`src/verilog/fsd_pkg.sv`:
```
/*
 * Package for the boot-sector flash host controller: pin bundles, command
 * and autoselect codes, timing constants and sector decode helpers.
 * Assumes a byte-wide asynchronous flash with a 17-bit address bus.
 */
package fsd_pkg;
   localparam int ADDR_W = 17;
   localparam int DATA_W = 8;
   localparam int CLK_MHZ = 40;
   // Nominal times in ns; a real part's figures replace these defaults.
   localparam int ACCESS_TIME_NS = 90;
   localparam int MIN_CLEAR_PULSE_NS = 500;
   localparam int CLEAR_RECOVER_NS = 50;
   localparam int SLEEP_EXTRA_NS = 30;
   localparam int WRITE_PULSE_NS = 35;
   // Least times round up to whole cycles.
   localparam int ACCESS_CYC = (ACCESS_TIME_NS * CLK_MHZ + 999) / 1000;
   localparam int CLEAR_CYC = (MIN_CLEAR_PULSE_NS * CLK_MHZ + 999) / 1000;
   localparam int RECOVER_CYC = (CLEAR_RECOVER_NS * CLK_MHZ + 999) / 1000;
   localparam int WRITE_CYC = (WRITE_PULSE_NS * CLK_MHZ + 999) / 1000;
   localparam int SLEEP_CYC =
      ((ACCESS_TIME_NS + SLEEP_EXTRA_NS) * CLK_MHZ + 999) / 1000;
   localparam int CNT_W = 8;

   localparam logic [ADDR_W-1:0] UNLOCK_ADDR1 = 17'h00555;
   localparam logic [ADDR_W-1:0] UNLOCK_ADDR2 = 17'h002aa;
   localparam logic [DATA_W-1:0] UNLOCK_DATA1 = 8'haa;
   localparam logic [DATA_W-1:0] UNLOCK_DATA2 = 8'h55;
   localparam logic [DATA_W-1:0] AUTOSEL_CMD = 8'h90;
   localparam logic [DATA_W-1:0] RESET_CMD = 8'hf0;
   localparam logic [ADDR_W-1:0] ID_MAKER_ADDR = 17'h00000;
   localparam logic [ADDR_W-1:0] ID_DEVICE_ADDR = 17'h00001;
   localparam logic [ADDR_W-1:0] ID_PROT_ADDR = 17'h00002;
   localparam logic [DATA_W-1:0] PROT_NO = 8'h00;
   localparam logic [DATA_W-1:0] PROT_YES = 8'h01;
   localparam int SEC_LSB = 12;
   localparam int SEC_W = 5;

   typedef enum logic [2:0] {
      OP_READ = 3'b000,
      OP_WRITE = 3'b001,
      OP_ID_CMD = 3'b010,
      OP_ID_HV = 3'b011,
      OP_EXIT_ID = 3'b100,
      OP_CLEAR = 3'b101,
      OP_STANDBY = 3'b110
   } fsd_op_e;

   typedef enum logic [1:0] {
      ID_MAKER = 2'b00,
      ID_DEVICE = 2'b01,
      ID_PROT = 2'b10
   } fsd_id_e;

   typedef struct packed {
      fsd_op_e op;
      fsd_id_e id;
      logic [ADDR_W-1:0] addr;
      logic [DATA_W-1:0] data;
   } fsd_req_s;

   typedef struct packed {
      logic sel_n;
      logic gate_n;
      logic wstb_n;
      logic clear_n;
      logic hv_id;
      logic [ADDR_W-1:0] addr;
      logic [DATA_W-1:0] dout;
      logic doe;
   } fsd_pins_s;

   // Index of the sector that holds an address, for either boot variant.
   function automatic logic [3:0] sector_of(input logic top_boot,
                                            input logic [ADDR_W-1:0] a);
      logic [2:0] hi;
      hi = a[16:14];
      if (top_boot) begin
         if (hi != 3'h7) sector_of = {1'b0, hi};
         else if (a[13]) sector_of = 4'h9;
         else sector_of = a[12] ? 4'h8 : 4'h7;
      end else begin
         if (hi != 3'h0) sector_of = {1'b0, hi} + 4'h2;
         else if (!a[13]) sector_of = 4'h0;
         else sector_of = a[12] ? 4'h2 : 4'h1;
      end
   endfunction : sector_of
endpackage : fsd_pkg

```
`src/verilog/fsd_host.sv`:
```
/*
 * Host controller for a byte-wide boot-sector flash: array reads and
 * writes, command and high-voltage autoselect, hardware clear and standby.
 * Assumes the flash data pins are resolved by the bench from DATA_OE_O.
 */
`timescale 1ns/1ps
`default_nettype none
module fsd_host #(
   parameter bit TOP_BOOT = 1'b1
) (
   input wire logic SYS_CLK_I,
   input wire logic RST_N_I,
   input wire logic REQ_VALID_I,
   input wire fsd_pkg::fsd_req_s REQ_I,
   output logic REQ_READY_O,
   output logic DONE_O,
   output logic [fsd_pkg::DATA_W-1:0] RDATA_O,
   output logic [3:0] SECTOR_O,
   output logic PROT_O,
   output logic SEL_N_O,
   output logic GATE_N_O,
   output logic WSTB_N_O,
   output logic CLEAR_N_O,
   output logic HV_ID_O,
   output logic [fsd_pkg::ADDR_W-1:0] ADDR_O,
   output logic [fsd_pkg::DATA_W-1:0] DATA_O,
   output logic DATA_OE_O,
   input wire logic [fsd_pkg::DATA_W-1:0] DATA_I
);
   typedef enum logic [2:0] {
      ST_IDLE = 3'b000,
      ST_READ = 3'b001,
      ST_WRITE = 3'b010,
      ST_GAP = 3'b011,
      ST_CLEAR = 3'b100,
      ST_RECOVER = 3'b101,
      ST_STANDBY = 3'b110
   } fsd_st_e;

   typedef struct packed {
      fsd_st_e st;
      fsd_pkg::fsd_op_e op;
      logic [1:0] step;
      logic [fsd_pkg::CNT_W-1:0] cnt;
      fsd_pkg::fsd_pins_s pins;
      logic [fsd_pkg::DATA_W-1:0] d1_r;
      logic [fsd_pkg::DATA_W-1:0] d2_r;
      logic [fsd_pkg::DATA_W-1:0] rdata;
      logic [3:0] sector;
      logic prot;
      logic done;
      fsd_pkg::fsd_req_s req;
   } fsd_state_s;

   localparam fsd_pkg::fsd_pins_s PINS_IDLE = '{sel_n: 1'b1, gate_n: 1'b1,
      wstb_n: 1'b1, clear_n: 1'b1, hv_id: 1'b0, addr: '0, dout: '0,
      doe: 1'b0};
   // The read count also covers the two-stage data synchroniser, so the
   // byte that reaches the second stage was taken after the access time.
   localparam int SYNC_CYC = 2;
   localparam logic [fsd_pkg::CNT_W-1:0] ACC_C =
      fsd_pkg::CNT_W'(fsd_pkg::ACCESS_CYC + SYNC_CYC);
   localparam logic [fsd_pkg::CNT_W-1:0] CLR_C =
      fsd_pkg::CNT_W'(fsd_pkg::CLEAR_CYC);
   localparam logic [fsd_pkg::CNT_W-1:0] REC_C =
      fsd_pkg::CNT_W'(fsd_pkg::RECOVER_CYC);
   localparam logic [fsd_pkg::CNT_W-1:0] WR_C =
      fsd_pkg::CNT_W'(fsd_pkg::WRITE_CYC);

   fsd_state_s s_r;
   fsd_state_s s_nxt;

   // Identity address with every don't-care bit held low.
   function automatic logic [fsd_pkg::ADDR_W-1:0] id_addr(
         input fsd_pkg::fsd_req_s rq);
      logic [fsd_pkg::ADDR_W-1:0] a;
      a = '0;
      unique case (rq.id)
         fsd_pkg::ID_MAKER: a = fsd_pkg::ID_MAKER_ADDR;
         fsd_pkg::ID_DEVICE: a = fsd_pkg::ID_DEVICE_ADDR;
         default: begin
            a = fsd_pkg::ID_PROT_ADDR;
            a[fsd_pkg::ADDR_W-1:fsd_pkg::SEC_LSB] =
               rq.addr[fsd_pkg::ADDR_W-1:fsd_pkg::SEC_LSB];
         end
      endcase
      id_addr = a;
   endfunction : id_addr

   always_comb begin
      s_nxt = s_r;
      s_nxt.done = 1'b0;
      // The data pins are asynchronous; only the second stage is read.
      s_nxt.d1_r = DATA_I;
      s_nxt.d2_r = s_r.d1_r;
      unique case (s_r.st)
         ST_IDLE: begin
            s_nxt.pins = PINS_IDLE;
            if (REQ_VALID_I) begin
               s_nxt.req = REQ_I;
               s_nxt.op = REQ_I.op;
               s_nxt.step = 2'd0;
               unique case (REQ_I.op)
                  fsd_pkg::OP_READ: begin
                     s_nxt.st = ST_READ;
                     s_nxt.cnt = ACC_C;
                     s_nxt.pins.addr = REQ_I.addr;
                     s_nxt.pins.sel_n = 1'b0;
                     s_nxt.pins.gate_n = 1'b0;
                  end
                  fsd_pkg::OP_ID_HV: begin
                     s_nxt.st = ST_READ;
                     s_nxt.cnt = ACC_C;
                     s_nxt.pins.hv_id = 1'b1;
                     s_nxt.pins.addr = id_addr(REQ_I);
                     s_nxt.pins.sel_n = 1'b0;
                     s_nxt.pins.gate_n = 1'b0;
                  end
                  fsd_pkg::OP_CLEAR, fsd_pkg::OP_STANDBY: begin
                     // Aborted program or erase is for the requester to redo.
                     s_nxt.st = ST_CLEAR;
                     s_nxt.cnt = CLR_C;
                     s_nxt.pins.clear_n = 1'b0;
                  end
                  default: begin
                     s_nxt.st = ST_WRITE;
                     s_nxt.cnt = WR_C;
                  end
               endcase
            end
         end
         ST_WRITE: begin
            // Gate stays high so the flash floats its pins while we drive.
            s_nxt.pins.sel_n = 1'b0;
            s_nxt.pins.gate_n = 1'b1;
            s_nxt.pins.wstb_n = 1'b0;
            s_nxt.pins.doe = 1'b1;
            if (s_r.op == fsd_pkg::OP_WRITE) begin
               s_nxt.pins.addr = s_r.req.addr;
               s_nxt.pins.dout = s_r.req.data;
            end else if (s_r.op == fsd_pkg::OP_EXIT_ID) begin
               s_nxt.pins.addr = '0;
               s_nxt.pins.dout = fsd_pkg::RESET_CMD;
            end else begin
               unique case (s_r.step)
                  2'd0: begin
                     s_nxt.pins.addr = fsd_pkg::UNLOCK_ADDR1;
                     s_nxt.pins.dout = fsd_pkg::UNLOCK_DATA1;
                  end
                  2'd1: begin
                     s_nxt.pins.addr = fsd_pkg::UNLOCK_ADDR2;
                     s_nxt.pins.dout = fsd_pkg::UNLOCK_DATA2;
                  end
                  default: begin
                     s_nxt.pins.addr = fsd_pkg::UNLOCK_ADDR1;
                     s_nxt.pins.dout = fsd_pkg::AUTOSEL_CMD;
                  end
               endcase
            end
            if (s_r.cnt != '0) begin
               s_nxt.cnt = s_r.cnt - 1'b1;
            end else begin
               s_nxt.pins.wstb_n = 1'b1;
               s_nxt.st = ST_GAP;
            end
         end
         ST_GAP: begin
            // Strobe rises first; data releases one cycle later, and select too unless the command autoselect read follows.
            s_nxt.pins = PINS_IDLE;
            s_nxt.cnt = WR_C;
            if (s_r.op == fsd_pkg::OP_ID_CMD && s_r.step != 2'd2) begin
               s_nxt.step = s_r.step + 2'd1;
               s_nxt.st = ST_WRITE;
            end else if (s_r.op == fsd_pkg::OP_ID_CMD) begin
               s_nxt.st = ST_READ;
               s_nxt.cnt = ACC_C;
               s_nxt.pins.addr = id_addr(s_r.req);
               s_nxt.pins.sel_n = 1'b0;
               s_nxt.pins.gate_n = 1'b0;
            end else begin
               s_nxt.st = ST_IDLE;
               s_nxt.done = 1'b1;
            end
         end
         ST_READ: begin
            // Data is sampled only after a full access time from the address.
            if (s_r.cnt != '0) begin
               s_nxt.cnt = s_r.cnt - 1'b1;
            end else begin
               s_nxt.rdata = s_r.d2_r;
               s_nxt.sector = fsd_pkg::sector_of(TOP_BOOT,
                  s_r.req.addr);
               s_nxt.prot = (s_r.req.id == fsd_pkg::ID_PROT) &&
                  (s_r.d2_r == fsd_pkg::PROT_YES);
               s_nxt.pins = PINS_IDLE;
               s_nxt.st = ST_IDLE;
               s_nxt.done = 1'b1;
            end
         end
         ST_CLEAR: begin
            s_nxt.pins.clear_n = 1'b0;
            if (s_r.cnt != '0) begin
               s_nxt.cnt = s_r.cnt - 1'b1;
            end else if (s_r.op == fsd_pkg::OP_STANDBY) begin
               s_nxt.st = ST_STANDBY;
            end else begin
               s_nxt.pins.clear_n = 1'b1;
               s_nxt.cnt = REC_C;
               s_nxt.st = ST_RECOVER;
            end
         end
         ST_STANDBY: begin
            s_nxt.pins.clear_n = 1'b0;
            if (REQ_VALID_I) begin
               s_nxt.pins.clear_n = 1'b1;
               s_nxt.cnt = REC_C;
               s_nxt.st = ST_RECOVER;
            end
         end
         ST_RECOVER: begin
            // The flash is back in array read once this wait ends.
            if (s_r.cnt != '0) begin
               s_nxt.cnt = s_r.cnt - 1'b1;
            end else begin
               s_nxt.st = ST_IDLE;
               s_nxt.done = 1'b1;
            end
         end
         default: begin
            s_nxt.st = ST_IDLE;
            s_nxt.pins = PINS_IDLE;
         end
      endcase
   end

   always_ff @(posedge SYS_CLK_I) begin
      if (!RST_N_I) begin
         s_r <= '0;
         s_r.st <= ST_IDLE;
         s_r.pins <= PINS_IDLE;
      end else begin
         s_r <= s_nxt;
      end
   end

   // A standby wake request is consumed only as the trigger to leave.
   assign REQ_READY_O = (s_r.st == ST_IDLE) || (s_r.st == ST_STANDBY);
   assign DONE_O = s_r.done;
   assign RDATA_O = s_r.rdata;
   assign SECTOR_O = s_r.sector;
   assign PROT_O = s_r.prot;
   assign SEL_N_O = s_r.pins.sel_n;
   assign GATE_N_O = s_r.pins.gate_n;
   assign WSTB_N_O = s_r.pins.wstb_n;
   assign CLEAR_N_O = s_r.pins.clear_n;
   assign HV_ID_O = s_r.pins.hv_id;
   assign ADDR_O = s_r.pins.addr;
   assign DATA_O = s_r.pins.dout;
   assign DATA_OE_O = s_r.pins.doe;
endmodule : fsd_host
`default_nettype wire

```
`config.mk`:
```
export PLATFORM = sky130hd
export DESIGN_NAME = fsd_host
export DESIGN_NICKNAME = d
export VERILOG_FILES = /design/src/verilog/fsd_pkg.sv /design/src/verilog/fsd_host.sv
export SDC_FILE = /design/constraint.sdc
export NUM_CORES = 1
export LEC_CHECK = 0
export BUFFER_PORTS_ARGS = -buffer_cell sky130_fd_sc_hd__buf_4
export CAP_MARGIN = 0
export CORE_AREA = 10 10 102 104
export CTS_BUF_LIST = sky130_fd_sc_hd__clkbuf_4
export CTS_CLUSTER_SIZE = 12
export DETAILED_ROUTE_END_ITERATION = 8
export DIE_AREA = 0 0 112 114
export GPL_TIMING_DRIVEN = 0
export PLACE_DENSITY_LB_ADDON = 0.3
export SYNTH_ARGS = -nofsm -noshare
export SYNTH_HDL_FRONTEND = slang
export SYNTH_SLANG_ARGS = --single-unit
```
`constraint.sdc`:
```
create_clock -name SYS_CLK_I -period 2.86 [get_ports SYS_CLK_I]
set_input_delay 0.143 -clock SYS_CLK_I [delete_from_list [all_inputs] [get_ports SYS_CLK_I]]
set_output_delay 0.143 -clock SYS_CLK_I [all_outputs]
set_load 0.1 [all_outputs]
```
# == Yosys cells after proc, flatten, opt, wreduce, memory -nomap -nowiden ==
# Cells that the tools add are included.
# op_classes
n_reduce_logical,26
muxes,48
n_eq_ne,29
n_addsub,2
bitwise,4
# ops
operator,n
26-bit case mux with 5 select lines,1
17-bit case mux with 2 select lines,3
8-bit case mux with 5 select lines,1
19-bit 2-to-1 mux,2
19-bit case mux with 2 select lines,1
17-bit 2-to-1 mux,2
8-bit 2-to-1 mux,4
31-bit 2-to-1 mux,1
25-bit 2-to-1 mux,1
"3-bit equality test, second input constant",7
18-bit 2-to-1 mux,1
3-bit case mux with 6 select lines,1
"2-bit inequality test, second input constant",8
3-bit 2-to-1 mux,5
3-bit case mux with 5 select lines,1
"3-bit by 2-bit equality test with 1-bit output, second input constant",4
4-bit 2-to-1 mux,3
1-bit 2-to-1 mux,10
5-bit 2-to-1 mux,2
5-bit case mux with 2 select lines,1
2-bit AND reduction,5
5-bit AND reduction,2
"8-bit by 1-bit equality test with 1-bit output, second input constant",1
8-bit nonzero test,1
other kinds (23),41
# totals
out_inout_bits,46
regBits,104
wordCells,130
input_bits,41

# == Longest topological paths before layout ==
# Gate-level depths: netlist of the first run.
# depth
word_depth,5
mapped_depth,8
mapped_depth_nobuf,7

# == Least setup slack after synthesis of the first run ==
# No wires, ideal clock.
# synth_path
kind,register to output
from,register s_r[104] in the netlist's numbering
to,output REQ_READY_O
setup_slack_ns,-0.238
stages_incl_launch_ff,5
required_time_ns,2.717
path_buffers,3
t_arrival_ns,2.955
cell_sequence,dfxtp_1 > buf_2 > clkbuf_1 > clkbuf_1 > nor3_1
# synth_between
elab_chain_len,2
word_cells_on_any_way,3
classes_between,1 x eq/ne; 2 x reduce/logical
# synth_lines
item,line_no,text
start: declaration,fsd_host.sv:70,fsd_state_s s_r;
start signal: assignment,fsd_host.sv:242,s_r <= s_nxt;
3-bit equality test / 3-bit logical NOT (equally long branches),fsd_host.sv:247,assign REQ_READY_O = (s_r.st == ST_IDLE) || (s_r.st == ST_STANDBY);
1-bit logical OR (*),fsd_host.sv:247,
end: declaration,fsd_host.sv:15,"output logic REQ_READY_O,"
# Every way passes the cells marked *; elsewhere a longest branch is shown, timed or not.

# == Worst setup path in the final report of the first run ==
# layout_path
from,register s_r[106] in the netlist's numbering
to,register s_r[12] in the netlist's numbering
# layout_between
elab_chain_len,2
# layout_lines
item,line_no,text
3-bit logical NOT,fsd_host.sv:96,unique case (s_r.st)
2-bit AND reduction (no line),--,
# No other way between the ends.
# A chain may end at the register's enable or synchronous reset.

==> results of run 1 <==
-- logic make-up (layout without fill, tap and decap cells) --
kind of cell / Yosys count / after routing / synth area share (%)
AOI/OAI and AO/OA: 188 / 188 / 23.8
xor gates and xnor gates: 3 / 3 / 0.531
adders and majority gates: 6 / 6 / 1.52
buffers and inverters: 83 / 223 / 9.39
DFF: 104 / 104 / 42.1
muxes: 3 / 3 / 0.633
and+or+nand+nor: 234 / 234 / 22.0
-- layout by cell type, fill, tap and decap left out, drive strengths merged, types with 3 or more instances in the layout --
cell | Yosys | layout
o22ai | 5 | 5
nor3 | 7 | 7
nor2b | 12 | 12
a221o | 5 | 5
nor2 | 42 | 42
a21oi | 92 | 92
buf | 44 | 130
clkbuf | 31 | 41
o211ai | 5 | 5
nor4b | 3 | 3
a31oi | 3 | 3
and3 | 5 | 5
nand2b | 4 | 4
o21ai | 35 | 35
inv | 7 | 11
a222oi | 9 | 9
nand2 | 118 | 118
dfxtp | 104 | 104
nand3 | 6 | 6
a221oi | 3 | 3
or3 | 4 | 4
ha | 6 | 6
o21a | 3 | 3
clkinv | 1 | 3
and2 | 18 | 18
dlygate4sd3 | 0 | 38
a21o | 3 | 3
a22oi | 4 | 4
-- path summary, 6_finish.rpt --
| check | endpoint | slack (ns) | from |
|---|---|---|---|
| min reg2reg | s_r[50]$_SDFF_PN0_ | 0.45 | s_nxt[50]$_SDFF_PN0_ |
| max reg2reg | s_r[12]$_SDFFE_PN0P_ | 0.33 | s_r[106]$_SDFFE_PN0P_ |
| max | s_r[12]$_SDFFE_PN0P_ | 0.33 | s_r[106]$_SDFFE_PN0P_ |
| min | ADDR_O[14]$_SDFFE_PN0P_ | 0.11 | RST_N_I |
-- where the power goes --
group,internal (mW),total [mW],switching [mW]
clock,0.202,0.732,0.530
sequential,1.63,1.77,0.142
combinational,0.712,2.27,1.55
-- through the flow --
step	std cells	hold WS [ns]	instance area [um2]	setup WS [ns]	power [mW]
floorplan	621	0.270	4950	0.606	3.40
global placement	815	0.351	5730	0.418	3.94
detailed placement	815	0.360	5730	0.367	3.98
CTS	869	0.103	6230	0.351	4.73
global route	869	0.0969	6230	0.178	5.04
finish	869	0.112	6230	0.327	4.77
-- flip-flops by register name, summed over array words and instances, names as in the netlist, 4 cells and up --
register	flops
DATA_O	8
s_r	51
s_nxt	8
SECTOR_O	4
ADDR_O	17
RDATA_O	8
-- layer usage --
layer | share of wire (%) | up-vias | wire (um)
met5 | 0 | - | 0
met3 | 7.9 | 50 | 1230
met2 | 50 | 256 | 7830
met1 | 39 | 2402 | 6000
li1 | - | 2418 | -
met4 | 3.2 | 0 | 506
-- cell type report --
cell class	instances	area, um2	share of cell area, %
sequential	104	2080	33.4
tap	108	135	2.17
inverter	8	30.0	0.482
clock buffer	10	75.1	1.20
buffer	75	434	6.96
timing repair buffer	124	1030	16.5
multi-input combinational	434	2400	38.6
clock inverter	6	48.8	0.783
-- worst register-to-register path, delay by kind of cell (launching register included) --
family                 cells  cell delay (ns)
and+or+nand+nor            2             0.93
AOI/OAI and AO/OA          1             0.15
DFF                        1             0.35
buffers and inverters      3             1.05
-- synth_stat cells, drive strengths merged (3+ instances only) --
| library cell | count | area, um2 |
|---|---|---|
| nor3 | 7 | 35.0 |
| ha | 6 | 75.1 |
| nor2b | 12 | 75.1 |
| o22ai | 5 | 31.3 |
| buf | 44 | 318 |
| clkbuf | 31 | 116 |
| or3 | 4 | 25.0 |
| nor4b | 3 | 26.3 |
| a222oi | 9 | 90.1 |
| a31oi | 3 | 18.8 |
| nand2 | 118 | 443 |
| dfxtp | 104 | 2080 |
| a21o | 3 | 22.5 |
| a221oi | 3 | 26.3 |
| inv | 7 | 26.3 |
| nand2b | 4 | 25.0 |
| o211ai | 5 | 37.5 |
| and2 | 18 | 115 |
| a22oi | 4 | 43.8 |
| nor2 | 42 | 160 |
| o21a | 3 | 22.5 |
| o21ai | 35 | 186 |
| a221o | 5 | 50.1 |
| and3 | 5 | 31.3 |
| nand3 | 6 | 30.0 |
| a21oi | 92 | 460 |
-- repair_timing --
action                                  in CTS  in global routing
endpoints found under the setup margin       0                  0
gates resized for setup                      0                  0
hold buffers                                38                  0
hold endpoints to repair                    48                  0
==> results.tsv, run 1 <==
metric	value	unit
worst_ep_required_time	3.29	ns
grt_max_degree	19	
syn_area	4940	um2
grt_pass1_wl	25300	um
finalHoldViolations	0	
clock_path_buffers	2	
synthCells	621	
antenna_cells	0	
cts_made_buffers	9	
routed_wl	15600	um
slowest_delay	0.81	ns
async_reset_ff_share	0	%
portBuffers	86	
area_growth	26.1	%
ir_drop	512	uV
tightest_slew	1.01	ns
vias_per_cell	5.90	
fin_skew	0.0282	ns
crit_chain	clkbuf_1 > nor3_1 > clkbuf_1 > buf_2 > nand2_1 > a21oi_1	
rr_worst_depth	6	
fin_util	73.6	%
cpMaxStageDelayCell	nor3_1	
drt-pass1-iter-count	6	
dieWidth	112	um
grt_antenna_before_repair	0	
grt_pass1_vias	5147	
core_area	8470	um2
grt-ovfl-total	0	
htree_levels	3	
rsz0062_at_grt	no	
maxSlewHeadroom	31.6	%
post_cts.repair.setup_buffers	0	
cap_violations	0	
period_share	88.6	%
arrival	2.96	ns
groute.usage.overall	23.8	%
end_kind	register	
max_freq	395	MHz
syn-num-nets	668	
hp-class	input pin to register	
holdPathStages	3	
run_status	finished, final reports clean	
clk_latency	0.49	ns
critPathTopFamily	buffers and inverters	
ys.flop_type	dfxtp_1	
worst_path_most_repeated_cell	clkbuf_1	
hpwl	10900	um
ctsRootBufferMaster	clkbuf_4	
antenna_left	0	
path_buf_inv	3	
setup_viol	0	
num_vias	5126	
ys_seq_area_share	42.1	%
routabilityCongestion	0.918	
cp.depth	6	
grtUsageMet2	42.1	%
cts.sinks	104	
ys_types	67	
drive_gt1_share	20.6	%
drv_slew	0	
use_met1	26.7	%
ios	87	
syn_avg_cell_area	7.96	um2
cts_tree	done	
rows	34	
synth_edf_count	0	
critPathKind	register to register	
num-fill-cells	654	
powerDensity	765	nW/um2
die_h	114	um
use_met3	5.67	%
power_leakage	2.52	nW
finalCriticalPeriod	2.53	ns
wl_per_cell	17.9	um
clkTransAtPathRegs	0.18	ns
setup_tns	0	ns
drc_errors	0	
drt_iter0_drc	433	
dieArea	12800	um2
yosysWarnings	0	
initial_core_util	58.4	%
finalNetCount	803	
worst_setup_path_start_kind	register	
critPathMaxFanout	10	
synth-seq-cells	104	
grt.busiest_layer	met2	
No activity file was read; power rests on OpenSTA's default activity.
==> run 2: changes to the inputs <==
--- a/config.mk
+++ b/config.mk
@@ -5,13 +5,13 @@
 export SDC_FILE = /design/constraint.sdc
 export NUM_CORES = 1
 export LEC_CHECK = 0
-export BUFFER_PORTS_ARGS = -buffer_cell sky130_fd_sc_hd__buf_4
 export CAP_MARGIN = 0
 export CORE_AREA = 10 10 102 104
 export CTS_BUF_LIST = sky130_fd_sc_hd__clkbuf_4
 export CTS_CLUSTER_SIZE = 12
 export DETAILED_ROUTE_END_ITERATION = 8
 export DIE_AREA = 0 0 112 114
+export DONT_BUFFER_PORTS = 1
 export GPL_TIMING_DRIVEN = 0
 export PLACE_DENSITY_LB_ADDON = 0.3
 export SYNTH_ARGS = -nofsm -noshare
==> run 2 against run 1 <==
  * Cell count decreased by 9.9%
  * Largest power group unchanged
  * Die area is the same
  * Critical path type is now register to output pin
  * Clock power rose by 7.2%
  * Wire length shrank 4.8%
==> results.tsv, run 2 (same netlist as run 1, synthesis figures left out) <==
metric	value	unit
dr_wl_met3	1290	um
worst_setup_path_start_kind	register	
groute.usage.overall	22.5	%
ctsRootBufferMaster	clkbuf_4	
initial_core_util	58.4	%
dieWidth	112	um
wl_per_cell	18.9	um
finalCriticalPeriod	2.61	ns
grt-ovfl-total	0	
crit_chain	buf_2 > clkbuf_1 > clkbuf_1 > nor3_4	
reg2reg_to	s_r[5]$_SDFFE_PN0P_	
drc_errors	0	
ir_drop	475	uV
cts_hold_buf	39	
arrival	2.47	ns
grt_pass1_vias	4594	
vias_per_cell	6.03	
cts_resized	0	
area_growth	13.8	%
seqCellArea	2080	um2
period_share	91.4	%
power_leakage	2.09	nW
htree_levels	3	
fin_skew	0.0237	ns
setup_viol	0	
rsz0062_at_grt	no	
dieArea	12800	um2
tightest_slew	1.11	ns
power.share.clock	16.7	%
layout_common_cells	nand2_1, dfxtp_1, a21oi_1	
p_sw_share	46.2	%
routabilityCongestion	0.924	
run_status	finished, final reports clean	
hold-path-endpoint	s_r[93]$_SDFFE_PN0P_	
maxSlewHeadroom	25.3	%
routed_wl	14800	um
hpwl	10400	um
worst_ep_required_time	2.72	ns
largest_register_ffs	51	
post-place-ws	0.463	ns
finalNetCount	718	
setup_tns	0	ns
grt_max_degree	19	
ios	87	
portBuffers	0	
max_freq	383	MHz
drv_slew	0	
power.internal	2.53	mW
grt_pass1_wl	23900	um
post_cts.repair.setup_buffers	0	
cap_violations	0	
antenna_cells	0	
rr_startpoint	s_r[106]$_SDFFE_PN0P_	
holdCritStartpoint	RST_N_I	
powerDensity	835	nW/um2
switchingPower	2.17	mW
p_seq_share	40.0	%
antenna_left	0	
cts.sinks	104	
clkTransAtPathRegs	0.16	ns
worst_slack	0.247	ns
rows	34	
multiInputGateArea	2410	um2
clk_latency	0.45	ns
end_kind	output pin	
m1WireLength	5860	um
critPathMaxFanout	10	
holdPathStages	3	
finalHoldViolations	0	
core_area	8470	um2
reg2reg_slack	0.35	ns
hp-class	input pin to register	
wl_met2	7220	um
slowest_delay	0.90	ns
layout_commonest_cell	nand2_1	
clock_path_buffers	2	
regMostFlops	s_r	
top_layer	met4	
die_h	114	um
cts_made_buffers	9	
cpMaxStageDelayCell	nor3_4	
worst_path_most_repeated_cell	clkbuf_1	
rr_worst_depth	6	
num_vias	4724	
cts_tree	done	
drt_iter0_drc	397	
critPathKind	register to output pin	
grt_antenna_before_repair	0	
num-fill-cells	698	
drive_gt1_share	10.4	%
pwr-share-comb	43.3	%
drt-pass1-iter-count	5	
[run 2: changes by cell type in the layout (fill, tap and decap cells not counted), sizes merged]
| cell | delta |
|---|---|
| clkinv | +1 |
| dlygate4sd3 | +1 |
| clkbuf | -1 |
| buf | -86 |
| inv | -2 |
| bufinv | +1 |
[run 2: critical path, delay by kind of cell, from the launching register on]
kind / cells / cell delay [ns]
buffers and inverters: 3 / 0.78
flip-flops: 1 / 0.34
AND/OR/NAND/NOR: 1 / 0.90
[run 2: stage by stage]
step / hold slack (ns) / cell area, um2 / util, % / power (mW) / std cells
floorplan: 0.270 / 4950 / - / 3.40 / 621
global placement: 0.272 / 5080 / 60.1 / 3.80 / 729
detailed placement: 0.275 / 5090 / 60.1 / 3.84 / 729
CTS: 0.00398 / 5630 / 66.4 / 4.66 / 783
global route: 0.0425 / 5630 / 66.4 / 4.96 / 783
finish: 0.0437 / 5630 / 66.4 / 4.70 / 783
[run 2: worst max path at each step]
| stage | start | endpoint | slack, ns | cells past startpoint |
|---|---|---|---|---|
| finish | s_r[104]$_SDFFE_PN0P_ | REQ_READY_O | 0.25 | 4 |
| global route | s_r[104]$_SDFFE_PN0P_ | REQ_READY_O | 0.15 | 4 |
| CTS | s_r[104]$_SDFFE_PN0P_ | REQ_READY_O | 0.24 | 4 |
| detailed placement | s_r[106]$_SDFFE_PN0P_ | ADDR_O[11]$_SDFFE_PN0P_ | 0.46 | 6 |
| global placement | s_r[104]$_SDFFE_PN0P_ | REQ_READY_O | 0.32 | 4 |
| floorplan | s_r[104]$_SDFFE_PN0P_ | REQ_READY_O | 0.61 | 4 |
[run 2: final cells by class]
cell class	count	share of cell area, %
Buffer	75	7.72
Clock buffer	9	1.20
Clock inverter	6	1.36
Inverter	8	0.534
Multi-Input combinational cell	434	42.8
Sequential cell	104	37.0
Tap cell	108	2.40
Timing Repair Buffer	39	6.94
[run 2: power by group through the flow]
stage                     Sequential [mW]  Clock, mW  Combinational [mW]
after floorplan                      1.86          0                1.54
after global placement               1.90          0                1.90
after CTS                            1.87      0.796                1.98
final                                1.88      0.785                2.03
after global routing                 1.90      0.850                2.20
after detailed placement             1.91          0                1.93
[run 2: per-layer routing]
metal,track usage [%],up-vias
li1,-,2235
met1,26.5,2210
met2,38.3,244
met3,6.25,35
met4,8.04,0
met5,0,-
